===== src/inc/whrc_pkg.sv =====
// Purpose: Shared constants and types for the watchdog, halt and reset control block.
// Assumes: One 40 MHz clock; the watchdog oscillator tick arrives as a pin and is synchronised.
// Notes:   Register offsets are word indices; the byte address is four times the index.
package whrc_pkg;
   localparam int unsigned CLK_HZ             = 40000000;
   localparam int unsigned STARTUP_CYCLES     = 1024;
   localparam int unsigned OPTION_LOAD_CYCLES = 16;
   localparam int unsigned BASE_DIV_BITS      = 8;
   localparam int unsigned PRESCALE_BITS      = 7;
   localparam int unsigned WDOG_BITS          = BASE_DIV_BITS + PRESCALE_BITS;
   localparam int unsigned DELAY_BITS         = 11;

   localparam logic [3:0] IDX_PRESCALE_SELECT = 4'h9;
   localparam logic [3:0] IDX_STATUS          = 4'hA;
   localparam logic [3:0] IDX_CONFIG          = 4'hC;
   localparam logic [3:0] IDX_WAKE_ENABLE     = 4'hD;

   localparam logic [7:0] PRESCALE_RESET   = 8'h07;
   localparam logic [7:0] CONFIG_RESET     = 8'h03;
   localparam logic [7:0] WAKE_EN_RESET    = 8'h00;
   localparam int unsigned PS_LSB          = 0;
   localparam int unsigned PS_MSB          = 2;
   localparam int unsigned CFG_DOG_EN      = 0;
   localparam int unsigned CFG_DOG_OSC_SEL = 1;
   localparam int unsigned CFG_PAIRED      = 2;
   localparam int unsigned ST_PDF_BIT      = 4;
   localparam int unsigned ST_TO_BIT       = 5;

   typedef struct packed {
      logic clear_single;
      logic clear_first;
      logic clear_second;
      logic halt;
   } whrc_instr_s;

   typedef struct packed {
      logic pc_clear;
      logic sp_clear;
      logic full_reset;
      logic core_hold;
      logic osc_run;
   } whrc_core_ctl_s;

   typedef enum logic [3:0] {
      WHRC_OPTLOAD = 4'b0001,
      WHRC_STARTUP = 4'b0010,
      WHRC_RUN     = 4'b0100,
      WHRC_HALT    = 4'b1000
   } whrc_state_e;
endpackage


===== src/design/whrc_sync.sv =====
// Purpose: Two-flop synchroniser per bit with falling-edge detect.
// Assumes: Inputs come from outside the clock domain.
// Notes:   The first flop feeds only the second.
module whrc_sync #(
   parameter int unsigned WIDTH = 1
) (
   input  wire logic             clock,
   input  wire logic             sys_rst,
   input  wire logic [WIDTH-1:0] async_in,
   output logic      [WIDTH-1:0] sync_out,
   output logic      [WIDTH-1:0] fall_pulse
);
   logic [WIDTH-1:0] stage1;
   logic [WIDTH-1:0] stage2;
   logic [WIDTH-1:0] stage3;

   genvar i;
   generate
      for (i = 0; i < WIDTH; i++) begin : g_bit
         always_ff @(posedge clock) begin
            if (sys_rst) begin
               stage1[i] <= 1'b1;
               stage2[i] <= 1'b1;
               stage3[i] <= 1'b1;
            end else begin
               stage1[i] <= async_in[i];
               stage2[i] <= stage1[i];
               stage3[i] <= stage2[i];
            end
         end
         assign fall_pulse[i] = stage3[i] & ~stage2[i];
      end
   endgenerate
   assign sync_out = stage2;
endmodule


===== src/design/whrc_dog.sv =====
// Purpose: Watchdog divider chain: fixed divide by 256, then power-of-two prescale.
// Assumes: tick is a one-cycle enable at the chosen watchdog rate.
// Notes:   Overflow is a one-cycle pulse when the selected stage wraps.
module whrc_dog
   import whrc_pkg::*;
(
   input  wire logic       clock,
   input  wire logic       sys_rst,
   input  wire logic       tick,
   input  wire logic       clear,
   input  wire logic [2:0] ratio,
   output logic            overflow
);
   logic [WDOG_BITS-1:0] count;
   logic [WDOG_BITS-1:0] next_count;
   logic [WDOG_BITS:0]   limit;
   logic                 at_top;

   // Timeout spans 256 times 2^ratio ticks
   assign limit      = (WDOG_BITS+1)'(1) << (BASE_DIV_BITS + 32'(ratio));
   // At or past the top: lowering the ratio mid-count must still expire promptly
   assign at_top     = ({1'b0, count} >= (limit - (WDOG_BITS+1)'(1)));
   assign next_count = at_top ? '0 : count + WDOG_BITS'(1);

   always_ff @(posedge clock) begin
      if (sys_rst || clear) begin
         count <= '0;
      end else if (tick) begin
         count <= next_count;
      end
   end
   assign overflow = tick & at_top & ~clear;
endmodule


===== src/design/whrc_top.sv =====
// Purpose: Watchdog, halt and reset sequencing with an Avalon-MM register slave.
// Assumes: sys_rst is power-on reset; core drives instruction pulses and interrupt state.
// Notes:   Registers answer with one wait state; unmapped reads return zero.
//
// Design decision made here: the Avalon-MM slave port.
module whrc_top
   import whrc_pkg::*;
(
   input  wire logic                 clock,
   input  wire logic                 sys_rst,
   input  wire logic [5:0]           avs_address,
   input  wire logic                 avs_read,
   input  wire logic                 avs_write,
   input  wire logic [31:0]          avs_writedata,
   input  wire logic [3:0]           avs_byteenable,
   output logic      [31:0]          avs_readdata,
   output logic                      avs_waitrequest,
   input  wire logic                 external_reset_pin_n,
   input  wire logic [7:0]           port_a_pins,
   input  wire logic                 dog_osc_pin,
   input  wire logic                 instr_tick,
   input  wire whrc_pkg::whrc_instr_s instr,
   input  wire logic                 irq_request,
   input  wire logic                 irq_enabled,
   input  wire logic                 stack_full,
   output whrc_pkg::whrc_core_ctl_s  core_ctl,
   output logic                      take_interrupt,
   output logic                      expiry_flag,
   output logic                      powerdown_flag
);
   whrc_state_e state;
   whrc_state_e next_state;
   logic [DELAY_BITS-1:0] delay_cnt;
   logic [7:0]  watchdog_select_register;
   logic [7:0]  config_reg;
   logic [7:0]  wake_enable;
   logic        pair_first_seen;
   logic        pair_second_seen;
   logic        irq_wake_blocked;
   logic        irq_wake_pending;
   logic        ack_pending;
   logic        wait_done;
   logic [31:0] rd_mux;

   // Pin synchronisation; reset pin and watchdog oscillator share one instance
   logic [9:0] pin_sync;
   logic [9:0] pin_fall;
   whrc_sync #(.WIDTH(10)) u_sync (
      .clock      (clock),
      .sys_rst    (sys_rst),
      .async_in   ({dog_osc_pin, external_reset_pin_n, port_a_pins}),
      .sync_out   (pin_sync),
      .fall_pulse (pin_fall)
   );
   wire       reset_pin_low = ~pin_sync[8];
   wire       dog_osc_tick  = pin_fall[9];
   wire [7:0] port_a_fall   = pin_fall[7:0];

   // Option bits
   wire dog_enabled = config_reg[CFG_DOG_EN];
   wire dog_own_osc = config_reg[CFG_DOG_OSC_SEL];
   wire paired_mode = config_reg[CFG_PAIRED];
   wire halted      = (state == WHRC_HALT);
   wire running     = (state == WHRC_RUN);

   // Clear strobes act only while running with the watchdog enabled; halt acts whenever running
   wire instr_ok     = running & dog_enabled;
   wire do_halt      = running & instr.halt;
   wire do_single    = instr_ok & ~paired_mode & instr.clear_single;
   wire got_first    = instr_ok & paired_mode & instr.clear_first;
   wire got_second   = instr_ok & paired_mode & instr.clear_second;
   wire pair_done    = (pair_first_seen | got_first) & (pair_second_seen | got_second);
   wire do_pair      = instr_ok & paired_mode & pair_done;

   // Instruction clock stops in halt; own oscillator keeps running
   wire dog_tick     = dog_enabled & (dog_own_osc ? dog_osc_tick : (instr_tick & running));
   wire dog_clear    = reset_pin_low | do_single | do_pair | do_halt | ~dog_enabled;
   logic dog_overflow;
   whrc_dog u_dog (
      .clock    (clock),
      .sys_rst  (sys_rst),
      .tick     (dog_tick),
      .clear    (dog_clear),
      .ratio    (watchdog_select_register[PS_MSB:PS_LSB]),
      .overflow (dog_overflow)
   );

   wire dog_full_reset = dog_overflow & running;
   wire dog_warm_reset = dog_overflow & halted;
   wire port_wake      = halted & |(port_a_fall & wake_enable);
   wire irq_wake       = halted & irq_request & ~irq_wake_blocked;
   wire pin_reset      = reset_pin_low & ~halted;
   wire pin_wake       = reset_pin_low & halted;
   wire any_wake       = port_wake | irq_wake | dog_warm_reset | pin_wake;
   wire sys_reset      = pin_reset | pin_wake | dog_full_reset;

   assign wait_done = (delay_cnt == DELAY_BITS'(0));

   always_comb begin
      next_state = state;
      unique case (state)
         WHRC_OPTLOAD: if (wait_done && !reset_pin_low) next_state = WHRC_STARTUP;
         WHRC_STARTUP: if (wait_done) next_state = WHRC_RUN;
         WHRC_RUN:     if (do_halt) next_state = WHRC_HALT;
         WHRC_HALT:    if (any_wake) next_state = WHRC_STARTUP;
      endcase
      if (sys_reset) next_state = WHRC_OPTLOAD;
      if (dog_warm_reset) next_state = WHRC_STARTUP;
   end

   wire enter_startup = (next_state == WHRC_STARTUP) && (state != WHRC_STARTUP);

   always_ff @(posedge clock) begin
      if (sys_rst) begin
         state <= WHRC_OPTLOAD;
         delay_cnt <= DELAY_BITS'(OPTION_LOAD_CYCLES - 1);
      end else begin
         state <= next_state;
         if (next_state == WHRC_OPTLOAD && state != WHRC_OPTLOAD) begin
            delay_cnt <= DELAY_BITS'(OPTION_LOAD_CYCLES - 1);
         end else if (enter_startup) begin
            delay_cnt <= DELAY_BITS'(STARTUP_CYCLES - 1);
         end else if (!wait_done) begin
            delay_cnt <= delay_cnt - DELAY_BITS'(1);
         end
      end
   end

   // Paired clear bookkeeping
   always_ff @(posedge clock) begin
      if (sys_rst || do_pair || !paired_mode || sys_reset) begin
         pair_first_seen  <= 1'b0;
         pair_second_seen <= 1'b0;
      end else begin
         if (got_first)  pair_first_seen  <= 1'b1;
         if (got_second) pair_second_seen <= 1'b1;
      end
   end

   // Cause flags; a clear in the same cycle suppresses the timeout
   always_ff @(posedge clock) begin
      if (sys_rst) begin
         expiry_flag    <= 1'b0;
         powerdown_flag <= 1'b0;
      end else begin
         if (dog_overflow) begin
            expiry_flag <= 1'b1;
         end else if (do_halt || do_single) begin
            expiry_flag <= 1'b0;
         end
         if (do_halt) begin
            powerdown_flag <= 1'b1;
         end else if (do_single) begin
            powerdown_flag <= 1'b0;
         end
      end
   end

   // Interrupt wake handling
   always_ff @(posedge clock) begin
      if (sys_rst || sys_reset) begin
         irq_wake_blocked <= 1'b0;
         irq_wake_pending <= 1'b0;
         ack_pending      <= 1'b0;
      end else begin
         if (do_halt) irq_wake_blocked <= irq_request;
         if (irq_wake) irq_wake_pending <= 1'b1;
         else if (any_wake) irq_wake_pending <= 1'b0;
         ack_pending <= (state == WHRC_STARTUP) && wait_done && irq_wake_pending
                        && irq_enabled && !stack_full;
      end
   end
   assign take_interrupt = ack_pending;

   // Core control; hold and reset lines are registered from the next_state decode and warm reset
   always_ff @(posedge clock) begin
      if (sys_rst) begin
         core_ctl <= '{pc_clear: 1'b1, sp_clear: 1'b1, full_reset: 1'b1,
                       core_hold: 1'b1, osc_run: 1'b1};
      end else begin
         core_ctl.full_reset <= (next_state == WHRC_OPTLOAD);
         core_ctl.pc_clear   <= (next_state == WHRC_OPTLOAD) || dog_warm_reset;
         core_ctl.sp_clear   <= (next_state == WHRC_OPTLOAD) || dog_warm_reset;
         core_ctl.core_hold  <= (next_state != WHRC_RUN);
         core_ctl.osc_run    <= (next_state != WHRC_HALT);
      end
   end

   // Register slave
   logic rd_pending;
   wire  wr_sel   = avs_write & ~avs_waitrequest;
   wire  be0      = avs_byteenable[0];
   wire  hit_ps   = (avs_address[3:0] == IDX_PRESCALE_SELECT) && (avs_address[5:4] == 2'h0);
   wire  hit_st   = (avs_address[3:0] == IDX_STATUS) && (avs_address[5:4] == 2'h0);
   wire  hit_cfg  = (avs_address[3:0] == IDX_CONFIG) && (avs_address[5:4] == 2'h0);
   wire  hit_wen  = (avs_address[3:0] == IDX_WAKE_ENABLE) && (avs_address[5:4] == 2'h0);
   wire [7:0] status_byte = (8'(expiry_flag) << ST_TO_BIT) | (8'(powerdown_flag) << ST_PDF_BIT);
   assign rd_mux = hit_ps  ? {24'h000000, watchdog_select_register} :
                   hit_st  ? {24'h000000, status_byte} :
                   hit_cfg ? {24'h000000, config_reg} :
                   hit_wen ? {24'h000000, wake_enable} : 32'h00000000;
   assign avs_waitrequest = (avs_read | avs_write) & ~rd_pending;

   always_ff @(posedge clock) begin
      if (sys_rst) begin
         rd_pending   <= 1'b0;
         avs_readdata <= 32'h00000000;
      end else begin
         rd_pending   <= (avs_read | avs_write) & ~rd_pending;
         if (avs_read && !rd_pending) avs_readdata <= rd_mux;
      end
   end

   // Warm reset leaves these untouched; full reset restores only the prescale select
   always_ff @(posedge clock) begin
      if (sys_rst) begin
         watchdog_select_register <= PRESCALE_RESET;
         config_reg               <= CONFIG_RESET;
         wake_enable              <= WAKE_EN_RESET;
      end else if (sys_reset) begin
         watchdog_select_register <= PRESCALE_RESET;
      end else if (wr_sel && be0) begin
         if (hit_ps)  watchdog_select_register <= avs_writedata[7:0];
         if (hit_cfg) config_reg               <= avs_writedata[7:0];
         if (hit_wen) wake_enable              <= avs_writedata[7:0];
      end
   end
endmodule


===== config.mk =====
export PLATFORM = sky130hd
export DESIGN_NAME = whrc_top
export DESIGN_NICKNAME = d
export VERILOG_FILES = /design/src/inc/whrc_pkg.sv /design/src/design/whrc_sync.sv /design/src/design/whrc_dog.sv /design/src/design/whrc_top.sv
export SDC_FILE = /design/constraint.sdc
export NUM_CORES = 1
export LEC_CHECK = 0
export BUFFER_PORTS_ARGS = -buffer_cell sky130_fd_sc_hd__buf_4
export CAP_MARGIN = 10
export CORE_UTILIZATION = 50
export DETAILED_ROUTE_END_ITERATION = 10
export GPL_ROUTABILITY_DRIVEN = 0
export GPL_TIMING_DRIVEN = 0
export HOLD_SLACK_MARGIN = 0.15
export PLACE_DENSITY_LB_ADDON = 0.05
export SLEW_MARGIN = 15
export SYNTH_ARGS = -nofsm -noshare
export SYNTH_HDL_FRONTEND = slang
export SYNTH_SLANG_ARGS = --single-unit

===== constraint.sdc =====
create_clock -name clock -period 2.8 [get_ports clock]
set_input_delay 0 -clock clock [delete_from_list [all_inputs] [get_ports clock]]
set_output_delay 0 -clock clock [all_outputs]
set_load 0.005 [all_outputs]

==> results.md <==
- Status: complete, no violations
- Initial antenna violation count: 0
- I/O pin cnt: 105
- Largest regs: u_dog.count: 15 flops, delay_cnt: 11 flops
- Clk pin slew, worst setup/hold paths: 110 ps
- GRT Util Overall: approximately 23%
- Vias: 3977
- Htree depth: 3
- CP Cell Sequence: a21oi_1 -> ha_1 -> nand2_1 -> nor4_2 -> o2111ai_2 -> a21oi_4 -> or3_1 -> clkbuf_1 -> buf_4 -> nand3b_1
- Most frequent cells in the layout: dfxtp_1 (100), buf_4 (80), nor2_1 (66), nand2_1 (41), dlygate4sd3_1 (34)
- Yosys warns: 0
- Combinational fraction of design power: 8.9%
- Worst slew margin: 58.6%
- First-pass GRT wire length: ~18 mm
- Router iterations before antenna repair: 7
- WL per Instance: ~14 um
- Setup crit start kind: register
- Starting Density: around 53%
- DIE WIDTH: 98.8 um
- P per Cell Area: between 400 and 500 nW/um^2
- Worst VDD drop: between 0.0003 and 0.0004 V
- Post-Route WL: 10.5 mm
- Worst slew pin tran: 621 ps
- Routed Antenna Nets: 0
- Worst EP required: between 3000 and 4000 ps
- # rows: 34
- Final cell count without fillers: 760
- CP Class: register to register
- Fin nets: slightly above 700
- Share of cells above drive strength 1: about 23%
- Reg2reg end: watchdog_select_register[0]
- Reg-to-reg startpoint: watchdog_select_register[1]
- Cells after synthesis: 529
- Arrival time worst endpoint: roughly 2900 ps
- Fraction of the yosys area taken by sequential cells: between 40 and 50%
- Count of cell types in the netlist: 55
- Initial DRC Count: about 140
- R2R depth: 10
- Number of flip-flops in the largest register: 15
- Max_cap viols: 0
- Clock Power Share: 36.5%
- Largest net degree at the start of global routing: 21
- Mapped cell area: around 4700 um^2
- ANT cells: 0
- Vias per cell: 5.23
- Die extent in y: 98.8 um
- Synth Flop Type: dfxtp_1
- CTS Buf Count: 9
- Port Buffers: 52
- DRC viols: 0
- Worst hold path type: primary input to register
- Fill cells: 750
- Number of flops mapped to enable cells by yosys: 0
- Commonest non-fill, non-tap cell in the layout: dfxtp_1
- Worst-case hold slack: roughly 190 ps
- Core box area: 8890 um^2
- Post-layout min period: 2640 ps
- CTS Root Cell: clkbuf_8
- Max stage delay cell, worst path: dfxtp_2
- Max clock buf depth: 2
- Area Overhead vs Synth: 26.3%
- Largest Register: u_dog.count
- Num Clock Sinks: just over 100
- Worst R2R Setup Slack: 160 ps
- Clock Skews: ~9.0 ps
- Final worst-path cycle share: between 90% and 100%
- #FFs+latches synth: 103
- Max Clk Rate: 0.379 GHz
- Max FO, Critical Path: 10
- Slew Limit Fails: 0
- Net Sw Power: 688 uW
- Die area: between 9000 and 10000 um^2
- Power Internal: just over 2 mW
- Clk Latency, worst-skew pair: ~370 ps
- Grt ovf: 0
- Seq pwr share: 54.7%
- Final hold vios: 0
- Vias in the first global route: 3782
- Inst Count DP: roughly 710
- Worst hold start: instr[3]
- Sw Ratio: approximately 25%
- Hold Crit Depth: 5
- Setup TNS: 0 ps
- Avg Inst Size Synth: around 8.9 um^2
- # setup viols final: 0
- P_leak: roughly 2.4 nW
- Critical path capture point type: register
- Asr flop ratio synth: 0%
- CP peak stage delay: about 420 ps
- Hold endpoint: powerdown_flag
- HPWL after DPL: between 7 and 8 mm
- TritonCTS clock tree: yes
- Total setup buffers inserted after CTS: 0
## cells in the mapped netlist (all sizes together), types with 5 or more instances
cell type	n	area (um^2)
inv	9	33.8
a21oi	33	165
clkbuf	17	63.8
nor3	9	45.0
o21ai	5	25.0
or3	5	31.3
nor2b	6	37.5
xnor2	13	114
nand3b	14	105
dfxtp	103	2060
xor2	10	87.6
a211oi	6	45.0
and2	5	31.3
nand3	19	95.1
mux2i	20	200
nand2b	9	56.3
buf	35	241
ha	10	125
nor2	66	248
nor4	8	71.3
or2	31	194
nand2	41	154
## power groups by stage
stage / Combinational [mW] / Sequential, mW / Clock [mW]
6_report: 0.244 / 1.51 / 1.01
5_1_grt: 0.269 / 1.51 / 1.09
3_5_place_dp: 0.205 / 1.54 / 0
3_3_place_gp: 0.202 / 1.54 / 0
4_1_cts: 0.241 / 1.51 / 1.03
2_1_floorplan: 0.122 / 1.54 / 0
## metrics by stage
| stage | setup WS (ps) | total power [mW] | util [%] | instance area (um^2) |
|---|---|---|---|---|
| 6_report | 159 | 2.76 | 66.6 | 5920 |
| 3_5_place_dp | -200 | 1.75 | 59.6 | 5300 |
| 3_3_place_gp | -170 | 1.74 | 59.6 | 5300 |
| 4_1_cts | 57.9 | 2.78 | 66.0 | 5870 |
| 5_1_grt | -29.1 | 2.87 | 66.6 | 5920 |
| 2_1_floorplan | 270 | 1.66 | - | 4770 |
## kinds of logic after synthesis
kind of cell | Yosys count | share of synthesized area (%)
and+or+nand+nor | 234 | 26.7
xor gates and xnor gates | 23 | 4.30
DFF | 103 | 44.0
buffers and inverters | 61 | 7.23
adders and majority gates | 10 | 2.67
muxes | 20 | 4.27
AOI/OAI and AO/OA | 77 | 10.7
other | 1 | 0.0800
## worst max-delay path by stage
stage,from,to,slack (ps),cells after the start
after floorplan,watchdog_select_register[2],delay_cnt[1],270,10
after global routing,watchdog_select_register[2],wake_enable[4],-30,10
after CTS,watchdog_select_register[2],watchdog_select_register[0],60,10
after global placement,watchdog_select_register[2],pair_first_seen,-170,11
final,watchdog_select_register[1],watchdog_select_register[0],160,10
after detailed placement,watchdog_select_register[2],pair_first_seen,-200,11
## per-layer routing
metal  up-vias  routed length, um  global-route usage (%)
li1       2003                  -                       -
met4         0                305                    9.76
met2       121               5290                    40.2
met3        33                539                    4.40
met1      1820               4390                    26.9
met5         -                  0                       0
## cell type report
type | count | area [um^2] | area share (%)
multi-input combinational | 388 | 2430 | 41.0
clock inverter | 7 | 97.6 | 1.65
buffer | 50 | 304 | 5.13
sequential | 103 | 2070 | 34.9
tap | 108 | 135 | 2.28
inverter | 9 | 33.8 | 0.570
timing repair buffer | 86 | 731 | 12.3
clock buffer | 9 | 124 | 2.09
## repair_timing
| action | in CTS | in global routing |
|---|---|---|
| cloned | 0 | 0 |
| hold endpoints to repair | 49 | 0 |
| hold buffers | 34 | 0 |
| pin swaps | 0 | 1 |
| gates resized for setup | 6 | 13 |
| endpoints found under the setup margin | 43 | 53 |
## worst max-delay path: cells and delay by family (launching register included)
family | cells | cell delay (ps)
buffers and inverters | 2 | 530
and+or+nand+nor | 4 | 680
AOI/OAI and AO/OA | 3 | 670
adders and majority gates | 1 | 270
DFF | 1 | 420
Note: power is estimated with default switching activity, not from simulation.
